===== src/rtl/state_counter_consts.vh =====
`ifndef STATE_COUNTER_CONSTS_VH
`define STATE_COUNTER_CONSTS_VH
// Instruction form codes on the form input
`define FORM_W 5
`define F_ADD_B_IMM 5'h00
`define F_ADD_B_REG 5'h01
`define F_ADD_W_IMM 5'h02
`define F_ADD_W_REG 5'h03
`define F_ADD_L_IMM 5'h04
`define F_ADD_L_REG 5'h05
`define F_ADD_SMALL 5'h06
`define F_ADD_CARRY_IMM 5'h07
`define F_ADD_CARRY_REG 5'h08
`define F_AND_B_IMM 5'h09
`define F_AND_B_REG 5'h0a
`define F_AND_W_IMM 5'h0b
`define F_AND_W_REG 5'h0c
`define F_AND_L_IMM 5'h0d
`define F_AND_L_REG 5'h0e
`define F_AND_COND 5'h0f
`define F_BAND_REG 5'h10
`define F_BAND_IND 5'h11
`define F_BAND_ABS 5'h12
`define F_BRANCH_D8 5'h13
`define F_BIT_SET_ABS 5'h14
`define F_CALL_IND 5'h15
// Per-cycle state counts
`define S_FETCH_MEM 4'h2
`define S_BRANCH_MEM 4'h2
`define S_STACK_MEM 4'h2
`define S_DATA_MEM 4'h2
`define S_PERIPH_SLOW 4'h3
`define S_INTERNAL 4'h1
// Per-form cycle counts
`define CNT_0 4'h0
`define CNT_1 4'h1
`define CNT_2 4'h2
`define CNT_3 4'h3
`define CNT_W 4
`define TOTAL_W 8
`endif

===== src/rtl/instruction_state_counter.v =====
// Overview of operation
// - Total states equals weighted sum of categories
// - Six cycle categories, fixed counts per form
// - Fetch from on-chip memory takes two states
// - Peripheral data access takes two or three
// - Internal operation cycle takes one state
// - Bit set absolute: two fetch, two byte
// - Indirect call: two fetch, branch, stack
// - Long immediate add/and: three fetches only
// - Word immediate add/and: two fetches only
// - Short add/and forms: single fetch only
// - Bit-and memory two fetch one byte
// - Short branches: two fetches, no internal
`include "state_counter_consts.vh"
`timescale 1ns/1ps
`default_nettype none
module instruction_state_counter (
  // Clock and reset
  input wire clk,
  input wire rst,
  // Decoded instruction in
  input wire valid,
  input wire [`FORM_W-1:0] form,
  input wire data_periph, // Data goes to a peripheral module
  input wire periph_slow, // That peripheral needs three states
  // Results out
  output reg done,
  output reg known, // Form was recognised
  output reg [3:0] fetch_cnt,
  output reg [3:0] branch_cnt,
  output reg [3:0] stack_cnt,
  output reg [3:0] byte_cnt,
  output reg [3:0] word_cnt,
  output reg [3:0] internal_cnt,
  output reg [`TOTAL_W-1:0] total_states
);

////////////////////////////////////////////////////////////////////////////
// Cycle counts per form; no operand or branch outcome enters
reg [3:0] ci, cj, ck, cl, cm, cn; // Category counts
reg hit; // Decoded a covered form
always @* begin
  ci = `CNT_0;
  cj = `CNT_0;
  ck = `CNT_0;
  cl = `CNT_0;
  cm = `CNT_0;
  cn = `CNT_0;
  hit = 1'b1;
  case (form)
    // Byte add, short immediate
    `F_ADD_B_IMM: begin
      ci = `CNT_1;
    end
    // Byte add, register to register
    `F_ADD_B_REG: begin
      ci = `CNT_1;
    end
    // Word add, immediate needs a second fetch
    `F_ADD_W_IMM: begin
      ci = `CNT_2;
    end
    // Word add, register to register
    `F_ADD_W_REG: begin
      ci = `CNT_1;
    end
    // Long add, immediate needs two extra fetches
    `F_ADD_L_IMM: begin
      ci = `CNT_3;
    end
    // Long add, register to register
    `F_ADD_L_REG: begin
      ci = `CNT_1;
    end
    // Add a small constant to a long register
    `F_ADD_SMALL: begin
      ci = `CNT_1;
    end
    // Add with carry, immediate
    `F_ADD_CARRY_IMM: begin
      ci = `CNT_1;
    end
    // Add with carry, register
    `F_ADD_CARRY_REG: begin
      ci = `CNT_1;
    end
    // Byte and, short immediate
    `F_AND_B_IMM: begin
      ci = `CNT_1;
    end
    // Byte and, register to register
    `F_AND_B_REG: begin
      ci = `CNT_1;
    end
    // Word and, immediate needs a second fetch
    `F_AND_W_IMM: begin
      ci = `CNT_2;
    end
    // Word and, register to register
    `F_AND_W_REG: begin
      ci = `CNT_1;
    end
    // Long and, immediate needs two extra fetches
    `F_AND_L_IMM: begin
      ci = `CNT_3;
    end
    // Long and, register form is a two-word opcode
    `F_AND_L_REG: begin
      ci = `CNT_2;
    end
    // And into the condition code register
    `F_AND_COND: begin
      ci = `CNT_1;
    end
    // Bit-and to carry, register operand
    `F_BAND_REG: begin
      ci = `CNT_1;
    end
    // Bit-and to carry, register-indirect memory operand
    `F_BAND_IND: begin
      ci = `CNT_2;
      cl = `CNT_1; // One byte read
    end
    // Bit-and to carry, short absolute memory operand
    `F_BAND_ABS: begin
      ci = `CNT_2;
      cl = `CNT_1; // One byte read
    end
    // Short branch; taken or not, same cost
    `F_BRANCH_D8: begin
      ci = `CNT_2;
    end
    // Bit set, read-modify-write of one byte
    `F_BIT_SET_ABS: begin
      ci = `CNT_2;
      cl = `CNT_2; // Byte read and byte write
    end
    // Memory-indirect call: vector read and one push
    `F_CALL_IND: begin
      ci = `CNT_2;
      cj = `CNT_1; // Branch address read
      ck = `CNT_1; // Stack push
    end
    // Uncovered form reports zero, never a guess
    default: begin
      hit = 1'b0;
    end
  endcase
end

////////////////////////////////////////////////////////////////////////////
// Per-cycle state weights
// Memory and fast modules cost two; slow modules cost three
wire [3:0] s_data; // Data access weight for this target
assign s_data = (data_periph && periph_slow) ? `S_PERIPH_SLOW
                                             : `S_DATA_MEM;

////////////////////////////////////////////////////////////////////////////
// Widen counts first, so no product is cut short
wire [`TOTAL_W-1:0] ci_w; // Fetch cycles
wire [`TOTAL_W-1:0] cj_w; // Branch address reads
wire [`TOTAL_W-1:0] ck_w; // Stack cycles
wire [`TOTAL_W-1:0] cl_w; // Byte data cycles
wire [`TOTAL_W-1:0] cm_w; // Word data cycles
wire [`TOTAL_W-1:0] cn_w; // Internal cycles
assign ci_w = {{(`TOTAL_W-`CNT_W){1'b0}}, ci};
assign cj_w = {{(`TOTAL_W-`CNT_W){1'b0}}, cj};
assign ck_w = {{(`TOTAL_W-`CNT_W){1'b0}}, ck};
assign cl_w = {{(`TOTAL_W-`CNT_W){1'b0}}, cl};
assign cm_w = {{(`TOTAL_W-`CNT_W){1'b0}}, cm};
assign cn_w = {{(`TOTAL_W-`CNT_W){1'b0}}, cn};

// Weights widened the same way
wire [`TOTAL_W-1:0] w_fetch; // States per fetch
wire [`TOTAL_W-1:0] w_branch; // States per branch address read
wire [`TOTAL_W-1:0] w_stack; // States per stack cycle
wire [`TOTAL_W-1:0] w_data; // States per data cycle
wire [`TOTAL_W-1:0] w_internal; // States per internal cycle
assign w_fetch = {{(`TOTAL_W-`CNT_W){1'b0}}, `S_FETCH_MEM};
assign w_branch = {{(`TOTAL_W-`CNT_W){1'b0}}, `S_BRANCH_MEM};
assign w_stack = {{(`TOTAL_W-`CNT_W){1'b0}}, `S_STACK_MEM};
assign w_data = {{(`TOTAL_W-`CNT_W){1'b0}}, s_data};
assign w_internal = {{(`TOTAL_W-`CNT_W){1'b0}}, `S_INTERNAL};

////////////////////////////////////////////////////////////////////////////
// Weighted sum; the costliest covered form stays far below 8 bits
// Byte and word data share one weight: a form has one data target
wire [`TOTAL_W-1:0] next_total;
assign next_total = ci_w * w_fetch
                  + cj_w * w_branch
                  + ck_w * w_stack
                  + cl_w * w_data
                  + cm_w * w_data
                  + cn_w * w_internal;

////////////////////////////////////////////////////////////////////////////
// Registered outputs, one cycle after valid
always @(posedge clk) begin
  if (rst) begin
    done <= 1'b0;
    known <= 1'b0;
    fetch_cnt <= `CNT_0;
    branch_cnt <= `CNT_0;
    stack_cnt <= `CNT_0;
    byte_cnt <= `CNT_0;
    word_cnt <= `CNT_0;
    internal_cnt <= `CNT_0;
    total_states <= {`TOTAL_W{1'b0}};
  end else begin
    done <= valid;
    if (valid) begin // Hold last result otherwise
      known <= hit;
      fetch_cnt <= ci;
      branch_cnt <= cj;
      stack_cnt <= ck;
      byte_cnt <= cl;
      word_cnt <= cm;
      internal_cnt <= cn;
      total_states <= next_total;
    end
  end
end
endmodule // instruction_state_counter
`default_nettype wire


===== config.mk =====
export PLATFORM = sky130hd
export DESIGN_NAME = instruction_state_counter
export DESIGN_NICKNAME = d
export VERILOG_FILES = /design/src/rtl/instruction_state_counter.v
export VERILOG_INCLUDE_DIRS = /design/src /design/src/rtl
export SDC_FILE = /design/constraint.sdc
export NUM_CORES = 1
export LEC_CHECK = 0
export BUFFER_PORTS_ARGS = -buffer_cell sky130_fd_sc_hd__buf_4
export CORE_MARGIN = 3
export CORE_UTILIZATION = 49
export DETAILED_ROUTE_END_ITERATION = 10
export PLACE_DENSITY = 0.85
export SYNTH_ARGS = -nofsm -noshare
export SYNTH_HDL_FRONTEND = slang
export SYNTH_SLANG_ARGS = --single-unit

===== constraint.sdc =====
create_clock -name clk -period 5 [get_ports clk]
set_clock_uncertainty 0.1 [all_clocks]
set_input_delay 0 -clock clk [delete_from_list [all_inputs] [get_ports clk]]
set_output_delay 0 -clock clk [all_outputs]
set_load 0.02 [all_outputs]

==> impl_metrics.toml, run 1 <==
[power]
comb_power_share_pct = 26.1
sequentialPowerShare_pct = 41.2
swShare_pct = 32.1
ir_worst_vdd_mv = 0.135
switchingPower_mw = 0.0791
powerDensity_mw_per_mm2 = 233
clkPwrFrac_pct = 32.7
intPower_mw = 0.167
p_leak_nw = 0.532

[synthesis]
yosysWarnings = 0
synth_area_per_cell_um2 = 8.84
yosysTopAreaCell = "dfxtp_1"
syn-cell-area_um2 = 920
synthTopCellsByArea = "dfxtp_1 26%, buf_4 21%, fa_1 4.4%"
synth-seq-cells = 12
yosys.cell_types.count = 36
yosysSeqAreaShare_pct = 26.1
syn-instance-count = 104
synth_top_cell_area_share_pct = 26.1

[grt]
grtUsageMet2_pct = 25.9
use_met3_pct = 3.36
grt.busiest_layer = "met2"
grt_pass1_vias = 663
grt_usage_pct = 16.0
grt_max_degree = 19
overflow = 0
antenna_found_initial = 0
grt_pass1_wl_um = 3010
grt_use_met1_pct = 19.6

[floorplan]
start_util_pct = 52.7
die_area_mm2 = 0.00243
rows = 15
die_h_um = 49.3
ios = 44
die_w_um = 49.3
core_mm2 = 0.00175

[worst_setup_path]
worstSetupPathType = "primary input to register"
max_stage_delay_ns = 0.54
worst_setup_path_end_kind = "register"
cp_common_cell = "fa_1"
crit_buf_inv = 2
cp_top_family = "adder cells"
arrival_ns = 2.49
critPathMaxFanout = 12
slowest_stage = "dlygate4sd3_1"
worstSetupStartpointType = "primary input"
required_ns = 5.08
crit_chain = "dlygate4sd3_1 -> buf_4 -> and4bb_4 -> and2_4 -> and3_1 -> fa_1 -> fa_1 -> ha_1 -> mux2i_1 -> nor2_1"
r2r_slack_ns = 3.73

[placement]
dp_hpwl_um = 1320
io_buffers = 22
gp_congestion = 0.738
dp_cells = 141
dp_slack_ns = 2.83

[sta]
hold_viol = 0
tns_ns = 0
finalCritPeriodShare_pct = 48.3
setup_slack_ns = 2.59
fin_crit_ns = 2.41
drv_slew = 0
fmax_ghz = 0.414
rsz0062_at_grt = "no"
setup_viol = 0
fin_worst_hold_slack_ns = 0.0257

[drt]
dr_total_vias = 700
wl_per_cell_um = 11.9
drt_iter0_drc = 11
wl_um = 1790
via_per_inst = 4.67
drtAntennaViolNets = 0
drcViolationCount = 0
dr.pass1.iters = 4

[final_layout]
fillers = 166
diodes = 0
final-instance-count-excl-fill = 150
drive_gt1_share_pct = 28.0
fin_nets = 140
area_growth_pct = 15.1

[clock_tree]
cts_tree = "done"
postCtsSetupRepairBufs = 0
cts_sinks = 12
numCtsBuffers = 3
cts_buffer_depth = 2
root_buffer = "clkbuf_4"
post_cts_resized = 0
cts.clk_slew.worst_paths_ns = 0.08
clkLatencyLatePin_ns = 0.28
cts-htree-levels = 1

[job]
drv_cap = 0

[hold_path]
hp-class = "primary input to register"

[outcome]
status = "finished, final reports clean"
## stage by stage
stage	power [mW]	area (um^2)	utilization, %
after floorplan	0.163	995	-
after global placement	0.163	972	55.7
after detailed placement	0.165	972	55.7
after CTS	0.246	1060	60.6
after global routing	0.259	1060	60.6
final	0.246	1060	60.6
## state kept, by name (all words and copies together), names as in the netlist
signal and flops:
total_states 5, byte_cnt 2, fetch_cnt 2, done 1, known 1, stack_cnt 1
## path summary, 6_finish.rpt
check | start | endpoint | cells after the start
worst max-delay path | form[4] | total_states[3] | 10
worst min-delay path | form[3] | known | 4
worst max register to register | byte_cnt[0] | byte_cnt[0] | 3
worst min register to register | total_states[0] | total_states[0] | 2
## worst min-delay path, stage by stage
cell     delay, ns
buf_4         0.14
a21oi_2       0.05
o22ai_1       0.12
nor2_1        0.05
## cell usage in the layout, fill, tap and decap left out, types with 2 or more instances in the layout
cell type / n
nand2_1: 2
dfxtp_1: 12
and3b_2: 2
buf_4: 22
and3_1: 4
conb_1: 21
ha_1: 2
nand4_1: 2
o21ai_1: 2
dlygate4sd3_1: 5
inv_1: 2
and3b_1: 2
nand3_1: 2
xor2_1: 2
nor2_1: 7
nand2b_1: 5
fa_1: 2
o21ai_0: 3
a21oi_1: 4
mux2i_1: 4
clkbuf_4: 3
## cell families (layout without fill, tap and decap cells)
family	count (synthesis)	after routing	synth area share, %
compound gates	16	16	12.8
xor+xnor	2	2	1.91
fa+ha+maj	4	4	7.07
buf+inv	32	33	24.6
flops	12	12	26.1
mux	4	4	4.35
other cells	1	21	0.408
simple gates	33	33	22.7
## cell type report
cell class / count / area (um^2) / area share [%]
tap: 25 / 31.3 / 2.96
sequential: 12 / 240 / 22.7
inverter: 2 / 7.51 / 0.709
clock buffer: 4 / 36.3 / 3.43
timing repair buffer: 27 / 215 / 20.3
multi-input combinational: 80 / 528 / 49.9
## cells in the mapped netlist
| cell | number |
|---|---|
| and2b_1 | 1 |
| and2_2 | 1 |
| xor2_1 | 2 |
| and2_4 | 1 |
| o21ai_0 | 3 |
| buf_4 | 26 |
| inv_1 | 2 |
| and2_1 | 1 |
| nor2b_1 | 1 |
| a32oi_1 | 1 |
| fa_1 | 2 |
| nor2_2 | 1 |
| ha_1 | 2 |
| o221ai_2 | 1 |
| buf_2 | 1 |
| and3_1 | 4 |
| nand2_1 | 2 |
| a21oi_1 | 4 |
| o22ai_1 | 1 |
| a21oi_2 | 1 |
| a311oi_2 | 1 |
| nor2_1 | 7 |
| buf_6 | 1 |
| and4bb_4 | 1 |
| conb_1 | 1 |
| mux2i_1 | 4 |
| nand2b_1 | 5 |
| a221oi_1 | 1 |
| a32o_1 | 1 |
| nand3_1 | 2 |
| dfxtp_1 | 12 |
| and3b_2 | 2 |
| and3b_1 | 2 |
| clkbuf_1 | 2 |
| o21ai_1 | 2 |
| nand4_1 | 2 |
## what timing repair did
item / in CTS / in global routing
endpoints found under the setup margin: 0 / 0
endpoints found under the hold margin: 11 / 0
hold buffers: 5 / 0
## power by group through the flow
stage | Sequential (mW) | Clock (mW) | Combinational (mW)
finish | 0.101 | 0.0806 | 0.0644
CTS | 0.101 | 0.0810 | 0.0640
detailed placement | 0.104 | 0 | 0.0612
floorplan | 0.108 | 0 | 0.0551
global placement | 0.103 | 0 | 0.0593
global route | 0.102 | 0.0870 | 0.0702
## metal layers
layer / vias up / wire length (um)
met5: - / 0
met4: 0 / 23
met3: 3 / 155
met2: 36 / 860
met1: 313 / 746
li1: 348 / -
No activity file was read; power rests on OpenSTA's default activity.
==> run 2, diff against run 1 <==
- CORE_UTILIZATION: 49 -> 41
- PLACE_DENSITY: 0.85 -> 0.76
- clock period: 5 -> 2.2 ns (I/O delays scaled with it)
==> run 2 against run 1 <==
Compared with the run above:
- via count is 1.4% higher
- count of clock-buffer cells in the layout is 1 lower
- cell count is 1.3% higher
- clock power is 69% higher
- hold slack worse by 0.012 ns
- non-clock buffer count is 1 higher
- routed wire length hardly changed
- core utilization is 9.0 points lower
- critical path depth is 1 lower
- critical endpoint unchanged
- largest cell class unchanged
- largest power group unchanged
==> impl_metrics.toml, run 2 (synthesis gave the netlist of run 1 again) <==
[outcome]
status = "finished, final reports clean"

[hold_path]
hp-class = "primary input to register"
worstHoldStart = "form[4]"
hold_end = "known"
holdPathStages = 4

[final_layout]
layout_commonest_cell = "buf_4"
top_register = "total_states"
final-instance-count-excl-fill = 152
drive_gt1_share_pct = 28.0
design_area_mm2 = 0.00105
most-common-layout-cells = "23 x buf_4, 21 x conb_1, 12 x dfxtp_1"
diodes = 0
top_regs = "total_states (5), byte_cnt (2), fetch_cnt (2)"
largest_reg_flops = 5
fin_nets = 141
area_growth_pct = 14.7

[sta]
finalCritPeriodShare_pct = 85.6
drv_slew = 0
tns_ns = 0
fmax_ghz = 0.531
setup_viol = 0
hold_viol = 0
fin_crit_ns = 1.88
rsz0062_at_grt = "no"

[clock_tree]
numCtsBuffers = 3
cts-htree-levels = 1
cts_sinks = 12
clkLatencyLatePin_ns = 0.27
cts_buffer_depth = 2
root_buffer = "clkbuf_4"
cts_tree = "done"
cts.clk_slew.worst_paths_ns = 0.08
postCtsSetupRepairBufs = 0

[grt]
grt_usage_pct = 13.7
overflow = 0
antenna_found_initial = 0
grt_max_degree = 19
grt_pass1_vias = 614
grt_pass1_wl_um = 2790

[worst_setup_path]
arrival_ns = 1.95
worstSetupPathType = "primary input to register"
worst_setup_path_end_kind = "register"
r2r_end = "fetch_cnt[1]"
critPathMaxFanout = 11
required_ns = 2.27
worstSetupStartpointType = "primary input"
crit_chain = "buf_4 -> and4bb_4 -> and2_4 -> and3_1 -> fa_1 -> fa_1 -> ha_1 -> mux2i_1 -> nor2_1"
cp_common_cell = "fa_1"
r2r-start = "fetch_cnt[1]"
max_stage_delay_ns = 0.38
slowest_stage = "fa_1"
r2r_slack_ns = 0.86
ff2ff_path_depth = 3

[job]
drv_cap = 0

[floorplan]
ios = 44
die_area_mm2 = 0.00285
start_util_pct = 45.0
rows = 16
die_h_um = 53.4
die_w_um = 53.4
core_mm2 = 0.00204

[power]
ir_worst_vdd_mv = 0.229
powerDensity_mw_per_mm2 = 488
p_total_mw = 0.515
p_leak_nw = 0.529

[drt]
drcViolationCount = 0
wl_per_cell_um = 11.7
drt_iter0_drc = 11
dr.pass1.iters = 4
dr_total_vias = 710
via_per_inst = 4.67
wl_um = 1780
drtAntennaViolNets = 0

[placement]
place_area_um2 = 982
gp_congestion = 0.733
io_buffers = 22
dp_hpwl_um = 1320
dp_cells = 144
run 2: cell types whose count changed in the layout (fill, tap and decap cells not counted):
cell | before | now
clkbuf_8 | 1 | 0
buf_4 | 22 | 23
run 2: layout make-up:
| type | instances | area, um^2 |
|---|---|---|
| Fill cell | 207 | 987 |
| Multi-Input combinational cell | 80 | 528 |
| Sequential cell | 12 | 240 |
| Timing Repair Buffer | 28 | 223 |
| Tap cell | 27 | 33.8 |
| Clock buffer | 3 | 22.5 |
| Inverter | 2 | 7.51 |
run 2: where the power goes:
part | total, mW | internal, mW | switching [mW]
Clock | 0.136 | 0.0634 | 0.0726
Combinational | 0.149 | 0.0556 | 0.0933
Sequential | 0.230 | 0.226 | 0.00431
Total | 0.515 | 0.345 | 0.170
run 2: worst max path at each step:
stage | from | end | slack, ns | cells after the start
after floorplan | form[2] | total_states[3] | 0.17 | 9
after global placement | form[3] | total_states[3] | 0.1 | 9
after detailed placement | form[3] | total_states[3] | 0.02 | 9
after CTS | form[3] | total_states[3] | 0.31 | 9
after global routing | form[3] | total_states[3] | 0.24 | 9
final | form[3] | total_states[3] | 0.32 | 9
run 2: per-stage QoR:
stage	hold slack (ns)	worst slack, ns	utilization [%]
detailed placement	0.171	0.0150	48.1
global placement	0.170	0.0970	48.1
finish	0.0142	0.317	51.7
floorplan	0.0780	0.171	-
CTS	0.00203	0.314	51.7
global route	0.0725	0.242	51.7
run 2: what timing repair did:
| action | CTS | global route |
|---|---|---|
| hold buffers | 5 | 0 |
| endpoints found under the hold margin | 11 | 0 |
| resized for setup | 0 | 0 |
run 2: metal layers:
metal	vias to the layer above	wire (um)	track usage [%]
met3	0	159	4.23
met4	0	0	5.11
met1	326	766	17.3
met5	-	0	0
met2	33	858	21.6
li1	351	-	-
run 2: worst max-delay path, delay by kind of cell:
kind	cells	cell delay, ns
adder cells (fa/ha/maj)	3	1.03
buffers and inverters	1	0.14
AND/OR/NAND/NOR	4	0.64
multiplexers	1	0.14
